## config.mk

```make
export PLATFORM = sky130hd
export DESIGN_NAME = adc_serial_command_decoder
export DESIGN_NICKNAME = d
export VERILOG_FILES = /design/src/rtl/cmd_decoder_pkg.sv /design/src/rtl/address_map_decode.sv /design/src/rtl/adc_serial_command_decoder.sv
export SDC_FILE = /design/constraint.sdc
export NUM_CORES = 1
export LEC_CHECK = 0
export ABC_CLOCK_PERIOD_IN_PS = 3100
export BUFFER_PORTS_ARGS = -buffer_cell sky130_fd_sc_hd__buf_4
export CAP_MARGIN = 30
export CELL_PAD_IN_SITES_DETAIL_PLACEMENT = 1
export CELL_PAD_IN_SITES_GLOBAL_PLACEMENT = 2
export CORE_ASPECT_RATIO = 0.5
export CORE_MARGIN = 2
export CORE_UTILIZATION = 29
export CTS_BUF_LIST = sky130_fd_sc_hd__clkbuf_4 sky130_fd_sc_hd__clkbuf_8
export DETAILED_ROUTE_END_ITERATION = 8
export PLACE_DENSITY = 0.93
export SLEW_MARGIN = 20
export SYNTH_ARGS = -nofsm -noshare
export SYNTH_HDL_FRONTEND = slang
export SYNTH_SLANG_ARGS = --single-unit
```

## constraint.sdc

```tcl
create_clock -name ref_clk_i -period 3.1 [get_ports ref_clk_i]
set_clock_uncertainty 0.2 [all_clocks]
set_input_delay 0.155 -clock ref_clk_i [delete_from_list [all_inputs] [get_ports ref_clk_i]]
set_output_delay 0.155 -clock ref_clk_i [all_outputs]
set_load 0.005 [all_outputs]
```

## src/rtl/cmd_decoder_pkg.sv

```systemverilog
// What this block does
// every transaction opens with a command byte; first byte after idle is the command
// command byte picks the one register and direction of the next data phase
// bit 7 must be zero; a transaction starts only when it is low
// bit 6 selects direction: 0 write, 1 read
// bits 5:0 are the six-bit target register address
// fixed addresses: status, modes, checksum, data, gpio, id
// 0x10-0x1f channels 0-15; 0x30-0x3f offsets 0-7 then gains 0-7
// 0x20-0x27 setup configuration registers 0-7
// 0x28-0x2f filter configuration registers 0-7
// command register at 0x00, write-only, resets to 0x00
// a read of address zero returns the status register, reset 0x80
// after the data phase, wait for a new command; unassigned addresses ignored
package cmd_decoder_pkg;

    localparam logic [5:0] CMD_REG_OFFSET = 6'h00;
    localparam logic [7:0] CMD_RESET = 8'h00;
    localparam logic [7:0] STATUS_RESET = 8'h80;
    localparam int START_BIT = 7;
    localparam int DIR_BIT = 6;
    localparam int ADDR_HI = 5;
    localparam int ADDR_LO = 0;
    localparam int CHAN_SEL_LO = 4;
    localparam int CHAN_IDX_HI = 3;
    localparam int BANK_SEL_LO = 3;
    localparam int BANK_IDX_HI = 2;
    localparam logic [5:0] ADDR_STATUS = 6'h00;
    localparam logic [5:0] ADDR_ADC_MODE = 6'h01;
    localparam logic [5:0] ADDR_IF_MODE = 6'h02;
    localparam logic [5:0] ADDR_CHECKSUM = 6'h03;
    localparam logic [5:0] ADDR_DATA = 6'h04;
    localparam logic [5:0] ADDR_GPIO = 6'h06;
    localparam logic [5:0] ADDR_ID = 6'h07;
    localparam logic [1:0] GRP_CHANNEL = 2'h1;
    localparam logic [2:0] GRP_SETUP = 3'h4;
    localparam logic [2:0] GRP_FILTER = 3'h5;
    localparam logic [2:0] GRP_OFFSET = 3'h6;
    localparam logic [2:0] GRP_GAIN = 3'h7;

    typedef enum logic [3:0] {
        TGT_NONE = 4'h0,
        TGT_STATUS = 4'h1,
        TGT_ADC_MODE = 4'h2,
        TGT_IF_MODE = 4'h3,
        TGT_CHECKSUM = 4'h4,
        TGT_DATA = 4'h5,
        TGT_GPIO = 4'h6,
        TGT_ID = 4'h7,
        TGT_CHANNEL = 4'h8,
        TGT_SETUP = 4'h9,
        TGT_FILTER = 4'ha,
        TGT_OFFSET = 4'hb,
        TGT_GAIN = 4'hc
    } target_kind_t;

    typedef struct packed {
        logic valid;
        logic read;
        logic [5:0] target_register_address;
        target_kind_t kind;
        logic [3:0] index;
    } decoded_cmd_t;

    typedef enum logic [1:0] {
        ST_IDLE = 2'b00,
        ST_DATA = 2'b01
    } phase_state_t;

endpackage

```

## src/rtl/address_map_decode.sv

```systemverilog
`timescale 1ns/1ps
`default_nettype none
module address_map_decode
    import cmd_decoder_pkg::*;
(
    // address in
    input wire logic [5:0] addr_i,
    // decoded target
    output target_kind_t kind_o,
    output logic [3:0] index_o
);
    always_comb begin
        kind_o = TGT_NONE;
        index_o = 4'h0;
        case (addr_i)
            ADDR_STATUS: kind_o = TGT_STATUS;
            ADDR_ADC_MODE: kind_o = TGT_ADC_MODE;
            ADDR_IF_MODE: kind_o = TGT_IF_MODE;
            ADDR_CHECKSUM: kind_o = TGT_CHECKSUM;
            ADDR_DATA: kind_o = TGT_DATA;
            ADDR_GPIO: kind_o = TGT_GPIO;
            ADDR_ID: kind_o = TGT_ID;
            default: begin
                if (addr_i[ADDR_HI:CHAN_SEL_LO] == GRP_CHANNEL) begin
                    kind_o = TGT_CHANNEL;
                    index_o = addr_i[CHAN_IDX_HI:ADDR_LO];
                end else if (addr_i[ADDR_HI:BANK_SEL_LO] == GRP_SETUP) begin
                    kind_o = TGT_SETUP;
                    index_o = {1'b0, addr_i[BANK_IDX_HI:ADDR_LO]};
                end else if (addr_i[ADDR_HI:BANK_SEL_LO] == GRP_FILTER) begin
                    kind_o = TGT_FILTER;
                    index_o = {1'b0, addr_i[BANK_IDX_HI:ADDR_LO]};
                end else if (addr_i[ADDR_HI:BANK_SEL_LO] == GRP_OFFSET) begin
                    kind_o = TGT_OFFSET;
                    index_o = {1'b0, addr_i[BANK_IDX_HI:ADDR_LO]};
                end else if (addr_i[ADDR_HI:BANK_SEL_LO] == GRP_GAIN) begin
                    kind_o = TGT_GAIN;
                    index_o = {1'b0, addr_i[BANK_IDX_HI:ADDR_LO]};
                end
            end
        endcase
    end
endmodule // address_map_decode
`default_nettype wire

```

## src/rtl/adc_serial_command_decoder.sv

```systemverilog
`timescale 1ns/1ps
`default_nettype none
module adc_serial_command_decoder
(
    // clock and reset
    input wire logic ref_clk_i,
    input wire logic rst_i,
    // incoming bytes from the serial shifter
    input wire logic byte_valid_i,
    input wire logic [7:0] byte_i,
    // end of the data phase, from the data-phase engine
    input wire logic phase_done_i,
    // status value from the converter core
    input wire logic [7:0] status_i,
    // decoded command
    output cmd_decoder_pkg::decoded_cmd_t cmd_o,
    output logic cmd_strobe_o,
    output logic busy_o,
    output logic [7:0] command_register_o,
    output logic [7:0] read_data_o
);
    import cmd_decoder_pkg::*;

    // a byte opens a transaction only while idle and with the start bit low
    function automatic logic opens_transaction(
        input phase_state_t state,
        input logic valid,
        input logic [7:0] b
    );
        return (state == ST_IDLE) && valid && !b[START_BIT];
    endfunction

    // addresses without a register never start a data phase
    // 0x05 and 0x08-0x0f have no register behind them
    function automatic logic has_register(
        input target_kind_t k
    );
        return k != TGT_NONE;
    endfunction

    // address zero snapshots the status register only when read; a write to it still decodes as TGT_STATUS
    function automatic logic names_status(
        input logic [7:0] b
    );
        return b[DIR_BIT] && (b[ADDR_HI:ADDR_LO] == CMD_REG_OFFSET);
    endfunction

    // phase sequencing
    phase_state_t state_q;
    phase_state_t state_d;

    // captured command
    logic [7:0] command_register_q;
    logic [7:0] command_register_d;
    decoded_cmd_t cmd_q;
    decoded_cmd_t cmd_d;

    // acceptance pulse
    logic strobe_q;
    logic strobe_d;

    // status snapshot
    logic [7:0] rdata_q;
    logic [7:0] rdata_d;

    // data phase in progress
    logic busy_q;
    logic busy_d;

    // decode of the byte now on the input
    target_kind_t kind;
    logic [3:0] index;

    // qualified events
    logic take_byte;
    logic take_cmd;
    logic status_read;
    logic end_phase;

    address_map_decode u_map (
        .addr_i(byte_i[ADDR_HI:ADDR_LO]),
        .kind_o(kind),
        .index_o(index)
    );

    // qualifiers shared by the groups below, except busy, which works from state_d
    always_comb begin
        // a byte with bit 7 set is dropped whole; the host must send it again
        take_byte = opens_transaction(state_q, byte_valid_i, byte_i);
        take_cmd = take_byte && has_register(kind);
        status_read = take_byte && names_status(byte_i);
        // bytes during the data phase belong to it, never to a new command
        end_phase = (state_q == ST_DATA) && phase_done_i;
    end

    // phase sequencing
    always_comb begin
        state_d = state_q;
        case (state_q)
            ST_IDLE: begin
                // unassigned address: no data phase follows
                if (take_cmd) begin
                    state_d = ST_DATA;
                end
            end
            ST_DATA: begin
                if (end_phase) begin
                    state_d = ST_IDLE;
                end
            end
            default: begin
                // unused code: fall back to waiting for a command
                state_d = ST_IDLE;
            end
        endcase
    end

    // reset leaves the block waiting for a command byte
    always_ff @(posedge ref_clk_i) begin
        if (rst_i) begin
            state_q <= ST_IDLE;
        end else begin
            state_q <= state_d;
        end
    end

    // command capture
    always_comb begin
        command_register_d = command_register_q;
        cmd_d = cmd_q;
        case (state_q)
            ST_IDLE: begin
                if (take_byte) begin
                    command_register_d = byte_i;
                    cmd_d.read = byte_i[DIR_BIT];
                    cmd_d.target_register_address = byte_i[ADDR_HI:ADDR_LO];
                    cmd_d.kind = kind;
                    cmd_d.index = index;
                    // unassigned address: fields kept for debug, valid stays low
                    cmd_d.valid = has_register(kind);
                end
            end
            ST_DATA: begin
                // the data-phase engine owns the port until it reports the end
                if (end_phase) begin
                    cmd_d.valid = 1'b0;
                end
            end
            default: begin
                cmd_d.valid = 1'b0;
            end
        endcase
    end

    always_ff @(posedge ref_clk_i) begin
        if (rst_i) begin
            command_register_q <= CMD_RESET;
            cmd_q <= '0;
        end else begin
            command_register_q <= command_register_d;
            cmd_q <= cmd_d;
        end
    end

    // one pulse per command that has a register behind it
    // a command to a hole gives no pulse, so no data-phase engine starts
    always_comb begin
        strobe_d = 1'b0;
        if (take_cmd) begin
            strobe_d = 1'b1;
        end
    end

    always_ff @(posedge ref_clk_i) begin
        if (rst_i) begin
            strobe_q <= 1'b0;
        end else begin
            strobe_q <= strobe_d;
        end
    end

    // status snapshot, held until the next read of address zero
    // status_i is taken as it stands; the core must keep it steady that cycle
    always_comb begin
        rdata_d = rdata_q;
        if (status_read) begin
            rdata_d = status_i;
        end
    end

    always_ff @(posedge ref_clk_i) begin
        if (rst_i) begin
            rdata_q <= STATUS_RESET;
        end else begin
            rdata_q <= rdata_d;
        end
    end

    // from the next state, so busy rises together with the strobe
    always_comb begin
        busy_d = 1'b0;
        if (state_d == ST_DATA) begin
            busy_d = 1'b1;
        end
    end

    always_ff @(posedge ref_clk_i) begin
        if (rst_i) begin
            busy_q <= 1'b0;
        end else begin
            busy_q <= busy_d;
        end
    end

    // every output comes straight from a register
    assign cmd_o = cmd_q;
    assign cmd_strobe_o = strobe_q;
    assign busy_o = busy_q;
    assign command_register_o = command_register_q;
    assign read_data_o = rdata_q;
endmodule // adc_serial_command_decoder
`default_nettype wire

```

* After elaboration in Yosys (flattened, before gate mapping) *
Index checks and enable logic that the tools add are counted.

word-level totals
  register bits after elaboration = 36
  input port bits = 20
  memories = 0
  output and inout port bits = 34
  word-level logic and storage cells = 58
  bits in latches = 0
  RAM bits = 0
  bits in read-only memories = 0

cells by class
  bitwise logic cells = 0
  multiplexer cells = 20
  multipliers = 0
  magnitude comparators = 0
  add/subtract/negate cells = 0
  eq/ne operators = 15
  divide/modulo/power cells = 0
  reduce and logical (&&, ||, !) cells = 13
  shifts and indexed selects = 0

operators by type and width
  cell                  number
  $mux W4               10
  $pmux W4 S7           1
  $eq A6 B3 Y1 const B  3
  $mux W16              1
  $eq A3 B3 Y1 const B  4
  $eq A6 B2 Y1 const B  2
  $reduce_or A7 Y1      1
  $eq A2 B1 Y1 const B  3
  $eq A6 B1 Y1 const B  1
  $logic_and A1 B1 Y1   6
  $logic_not A6 Y1      1
  $mux W2               2
  $ne A2 B2 Y1 const B  2
  $pmux W2 S2           1
  $reduce_and A2 Y1     2
  $reduce_bool A4 Y1    1
  $mux W1               3
  $mux W3               1
  $logic_not A2 Y1      1
  $pmux W1 S2           1
  $logic_not A1 Y1      1

* Logic depth before layout (Yosys ltp) *
  word-level depth = 13
  gate-level depth with buffers = 5

* Modules after synthesis *
From an unflattened synthesis, not the netlist that was laid out.

second synthesis, totals
  cells, all modules = 149
  area, all modules = 1292.5 um^2

by module, submodules not included
  module                      cells each  area each (um^2)  instances
  adc_serial_command_decoder  129         1171.1            1
  address_map_decode          20          121.4             1

* Worst setup path before layout *
Ideal clock, no wire load.

  path kind = register to register
  start = register state_q[1]
  end = register rdata_q[0], in the netlist read_data_o[0]
  stages on the path, launching flop included = 5
  setup time = 0.128 ns
  clock period less this slack = 1.457 ns
  arrival time = 1.129 ns
  path buffers = 0
  slack = 1.643 ns
  data required time = 2.772 ns
  cells stage by stage = dfxtp_1 nor4b_4 nand4_4 mux2i_1 nor2_1

on the way
  cells in the longest elaborated chain, start to end = 4

ends and longest elaborated chain
  what                               RTL line                           source
  start: declaration                 adc_serial_command_decoder.sv:49   phase_state_t state_q;
  start signal: assignment           adc_serial_command_decoder.sv:123  state_q <= state_d;
  $logic_not A2 Y1                   adc_serial_command_decoder.sv:30   return (state == ST_IDLE) && valid && !b[START_BIT];
  $logic_and A1 B1 Y1 (2 in series)  adc_serial_command_decoder.sv:30
  $logic_and A1 B1 Y1                adc_serial_command_decoder.sv:91   status_read = take_byte && names_status(byte_i);
  end signal: assignment             adc_serial_command_decoder.sv:195  rdata_q <= rdata_d;
  end: declaration                   adc_serial_command_decoder.sv:63   logic [7:0] rdata_q;

Every way passes these cells.
A chain may end at the register's enable or synchronous reset.

* Worst setup path after layout *
  start = register state_q[1]
  end = register rdata_q[5], in the netlist read_data_o[5]

The elaborated chain is that of the path after synthesis.

==> run_results.csv <==
group,metric,value,unit
status,outcome,"completed",
placement,routabilityCongestion,0.780,
routing,viasPerCell,4.61,
pwr,max-vdd-ir-drop,0.172,mV
synth,syn_inst,137,
placement,post-place-ws,1.11,ns
synth,synth-edff-count,0,
synth,ys.flop_type,"dfxtp_1",
timing,grt_setup_unrepaired,"false",
cts,cts.clk_slew.worst_paths,0.06,ns
floorplan,die_area,4780,um2
setup_path,cp_data_required_time,3.05,ns
setup_path,reg2reg_to,"read_data_o[5]$_SDFFE_PP0P_",
setup_path,cp-end-kind,"register",
timing,fin_tns_setup,0,ns
synth,synth_mux_area_share,6.56,%
min_path,hold_path_end,"busy_o$_SDFF_PP0_",
setup_path,critPathLaunchType,"register",
routing,ant_nets,0,
synth,yosys.area_share.adder,0,%
setup_path,cp_max_fo,13,
placement,portBuffers,53,
setup_path,cp_slowest_cell,"nor4b_4",
synth,synth-compound-area-share,13.0,%
timing,final.setup.worst_slack,1.09,ns
cts,cts_root_buf,"clkbuf_8",
global_routing,grt-ovfl-total,0,
synth,yosys.cell_types.count,32,
global_routing,grt_pass1_wl,5580,um
routing,drt_wl_total,3420,um
floorplan,die-height,49.9,um
pwr,power_density,451,nW/um2
cts,cts_sinks,29,
cts,cts_buffers,5,
synth,synth_simple_gate_area_share,22.1,%
floorplan,io_pins,54,
setup_path,cp.arrival,1.96,ns
timing,slew_violations,0,
global_routing,grt_max_degree,30,
timing,max_freq,499,MHz
cts,clock_latency,0.27,ns
placement,hpwlAfterDp,2230,um
timing,maxSlewHeadroom,49.6,%
synth,yosysWarnings,0,
synth,syn_nets,157,
timing,layout_min_cycle_time,2.01,ns
global_routing,grt_pass1_vias,1146,
timing,hold_viol,0,
routing,drt_iter0_drc,25,
job,drv_cap,0,
pwr,p_leak,0.000839,uW
cts,cts-htree-levels,2,
routing,drc,0,
min_path,hp-start,"phase_done_i",
setup_path,path_class,"register to register",
synth,ys_ff_latch,29,
setup_path,timing.rr.start,"state_q[1]$_SDFF_PP0_",
cts,clock_path_buffers,2,
synth,synth_xor_area_share,1.43,%
timing,setup_viol,0,
routing,via_count,1157,
setup_path,cpPeakStageDelay,0.69,ns
setup_path,path_cells,"nor4b_4, nand4_4, mux2i_1, nor2_1",
synth,synth.cell_area,1220,um2
min_path,hp-class,"primary input to register",
floorplan,rows,16,
global_routing,antenna_found_initial,0,
timing,finalCritPeriodShare,64.7,%
floorplan,die_width,95.8,um
routing,drtPass1Iterations,3,
synth,synth_top_family_by_area,"simple AND/OR/NAND/NOR gates",
final_layout,final_core_utilization,46.6,%
min_path,hold_path_depth,4,
synth,synth-async-reset-ratio,0,%
floorplan,fp.coreArea,3960,um2
final_layout,layout-drive-gt1-share,33.0,%
final_layout,n_antenna_cell,0,
cts,cts_resized,0,
setup_path,r2r_slack,1.09,ns
floorplan,start_util,30.8,%
final_layout,layout-area-overhead-vs-synth,51.2,%
synth,syn_avg_cell_area,8.91,um2
timing,worstMarginPinSlew,0.752,ns
final_layout,num-nets-final,216,
routing,route.detailed.wl_per_inst,13.6,um
synth,ys_seq_area_share,47.5,%
global_routing,grt_usage,15.4,%
setup_path,worstRegToRegCells,4,
cts,cts_tree,"done",
[power breakdown]
group          switching, uW  internal, uW
sequential              6.02           382
combinational           47.7          55.1
clock                    141           200
total                    195           637
[cells in the mapped netlist, types with 2 or more instances]
library cell  count  area share [%]
buf_2             3             1.2
mux2i_1           8             6.6
o21ai_0           2            0.82
nor2_1           15             4.6
clkbuf_1          5             1.5
inv_1             3            0.92
nand3_1           6             2.5
dfxtp_1          29              48
a21oi_1          16             6.6
nand2_1          19             5.8
buf_4             8             4.9
a211oi_1          3             1.8
[routing by layer]
metal | part of all wire (%) | vias up | global-route usage, %
met1 | 43 | 553 | 18.6
met2 | 49 | 26 | 25.1
met3 | 4.8 | 9 | 4.74
met4 | 2.7 | 0 | 6.67
li1 | - | 569 | -
met5 | 0 | - | 0
[worst max path at each step]
stage | startpoint | end | slack, ns | cells past startpoint
2_1_floorplan | state_q[1]$_SDFF_PP0_ | read_data_o[0]$_SDFFE_PP0P_ | 1.64 | 4
5_1_grt | state_q[1]$_SDFF_PP0_ | read_data_o[1]$_SDFFE_PP0P_ | 0.95 | 4
4_1_cts | state_q[1]$_SDFF_PP0_ | read_data_o[5]$_SDFFE_PP0P_ | 1.09 | 4
3_3_place_gp | state_q[1]$_SDFF_PP0_ | read_data_o[3]$_SDFFE_PP0P_ | 1.21 | 4
3_5_place_dp | state_q[1]$_SDFF_PP0_ | read_data_o[5]$_SDFFE_PP0P_ | 1.11 | 4
6_report | state_q[1]$_SDFF_PP0_ | read_data_o[5]$_SDFFE_PP0P_ | 1.09 | 4
[through the flow]
step / std cells / hold WS (ns) / cell area [um2] / total power (uW)
2_1_floorplan: 137 / 0.0910 / 1220 / 440
3_3_place_gp: 228 / 0.184 / 1600 / 480
3_5_place_dp: 228 / 0.200 / 1600 / 483
4_1_cts: 251 / 0.00806 / 1850 / 837
5_1_grt: 251 / 0.0336 / 1850 / 867
6_report: 251 / 0.00557 / 1850 / 833
[final cells by class]
| class | instances | area (um2) |
|---|---|---|
| multi-input cells | 88 | 531 |
| well taps | 54 | 67.6 |
| clock buffers | 7 | 96.3 |
| fillers | 486 | 2120 |
| clock inverters | 1 | 5.00 |
| repair buffers | 69 | 556 |
| flip-flops and latches | 29 | 581 |
| inverters | 3 | 11.3 |
[critical path, delay by kind of cell, from the launching register on]
kind             cells  cell delay [ns]
DFF                  1             0.34
muxes                1             0.23
and+or+nand+nor      3             1.10
[kinds of logic after synthesis]
family	count (synthesis)
flip-flops	29
buffers and inverters	20
other	1
multiplexers	8
XOR/XNOR	2
AND/OR/NAND/NOR	50
AO/OA/AOI/OAI	27
[layout by cell type, fill, tap and decap left out, drive strengths merged, types with 2 or more instances in the layout]
master / instances
buf: 54
dfxtp: 29
nand2: 19
a21oi: 16
nor2: 15
dlygate4sd3: 15
mux2i: 8
clkbuf: 7
nand3: 6
inv: 3
a211oi: 3
o21ai: 2
[flip-flops by register name, indices dropped and copies added, names as in the netlist]
signal,cells
command_register_o,8
cmd_o,9
busy_o,1
cmd_strobe_o,1
read_data_o,8
state_q,2
[timing repair]
item / in CTS / in global routing
buffers inserted: 0 / 0
hold buffers: 15 / 0
endpoints found under the hold margin: 16 / 0
Note: power is estimated with default switching activity, not from simulation.
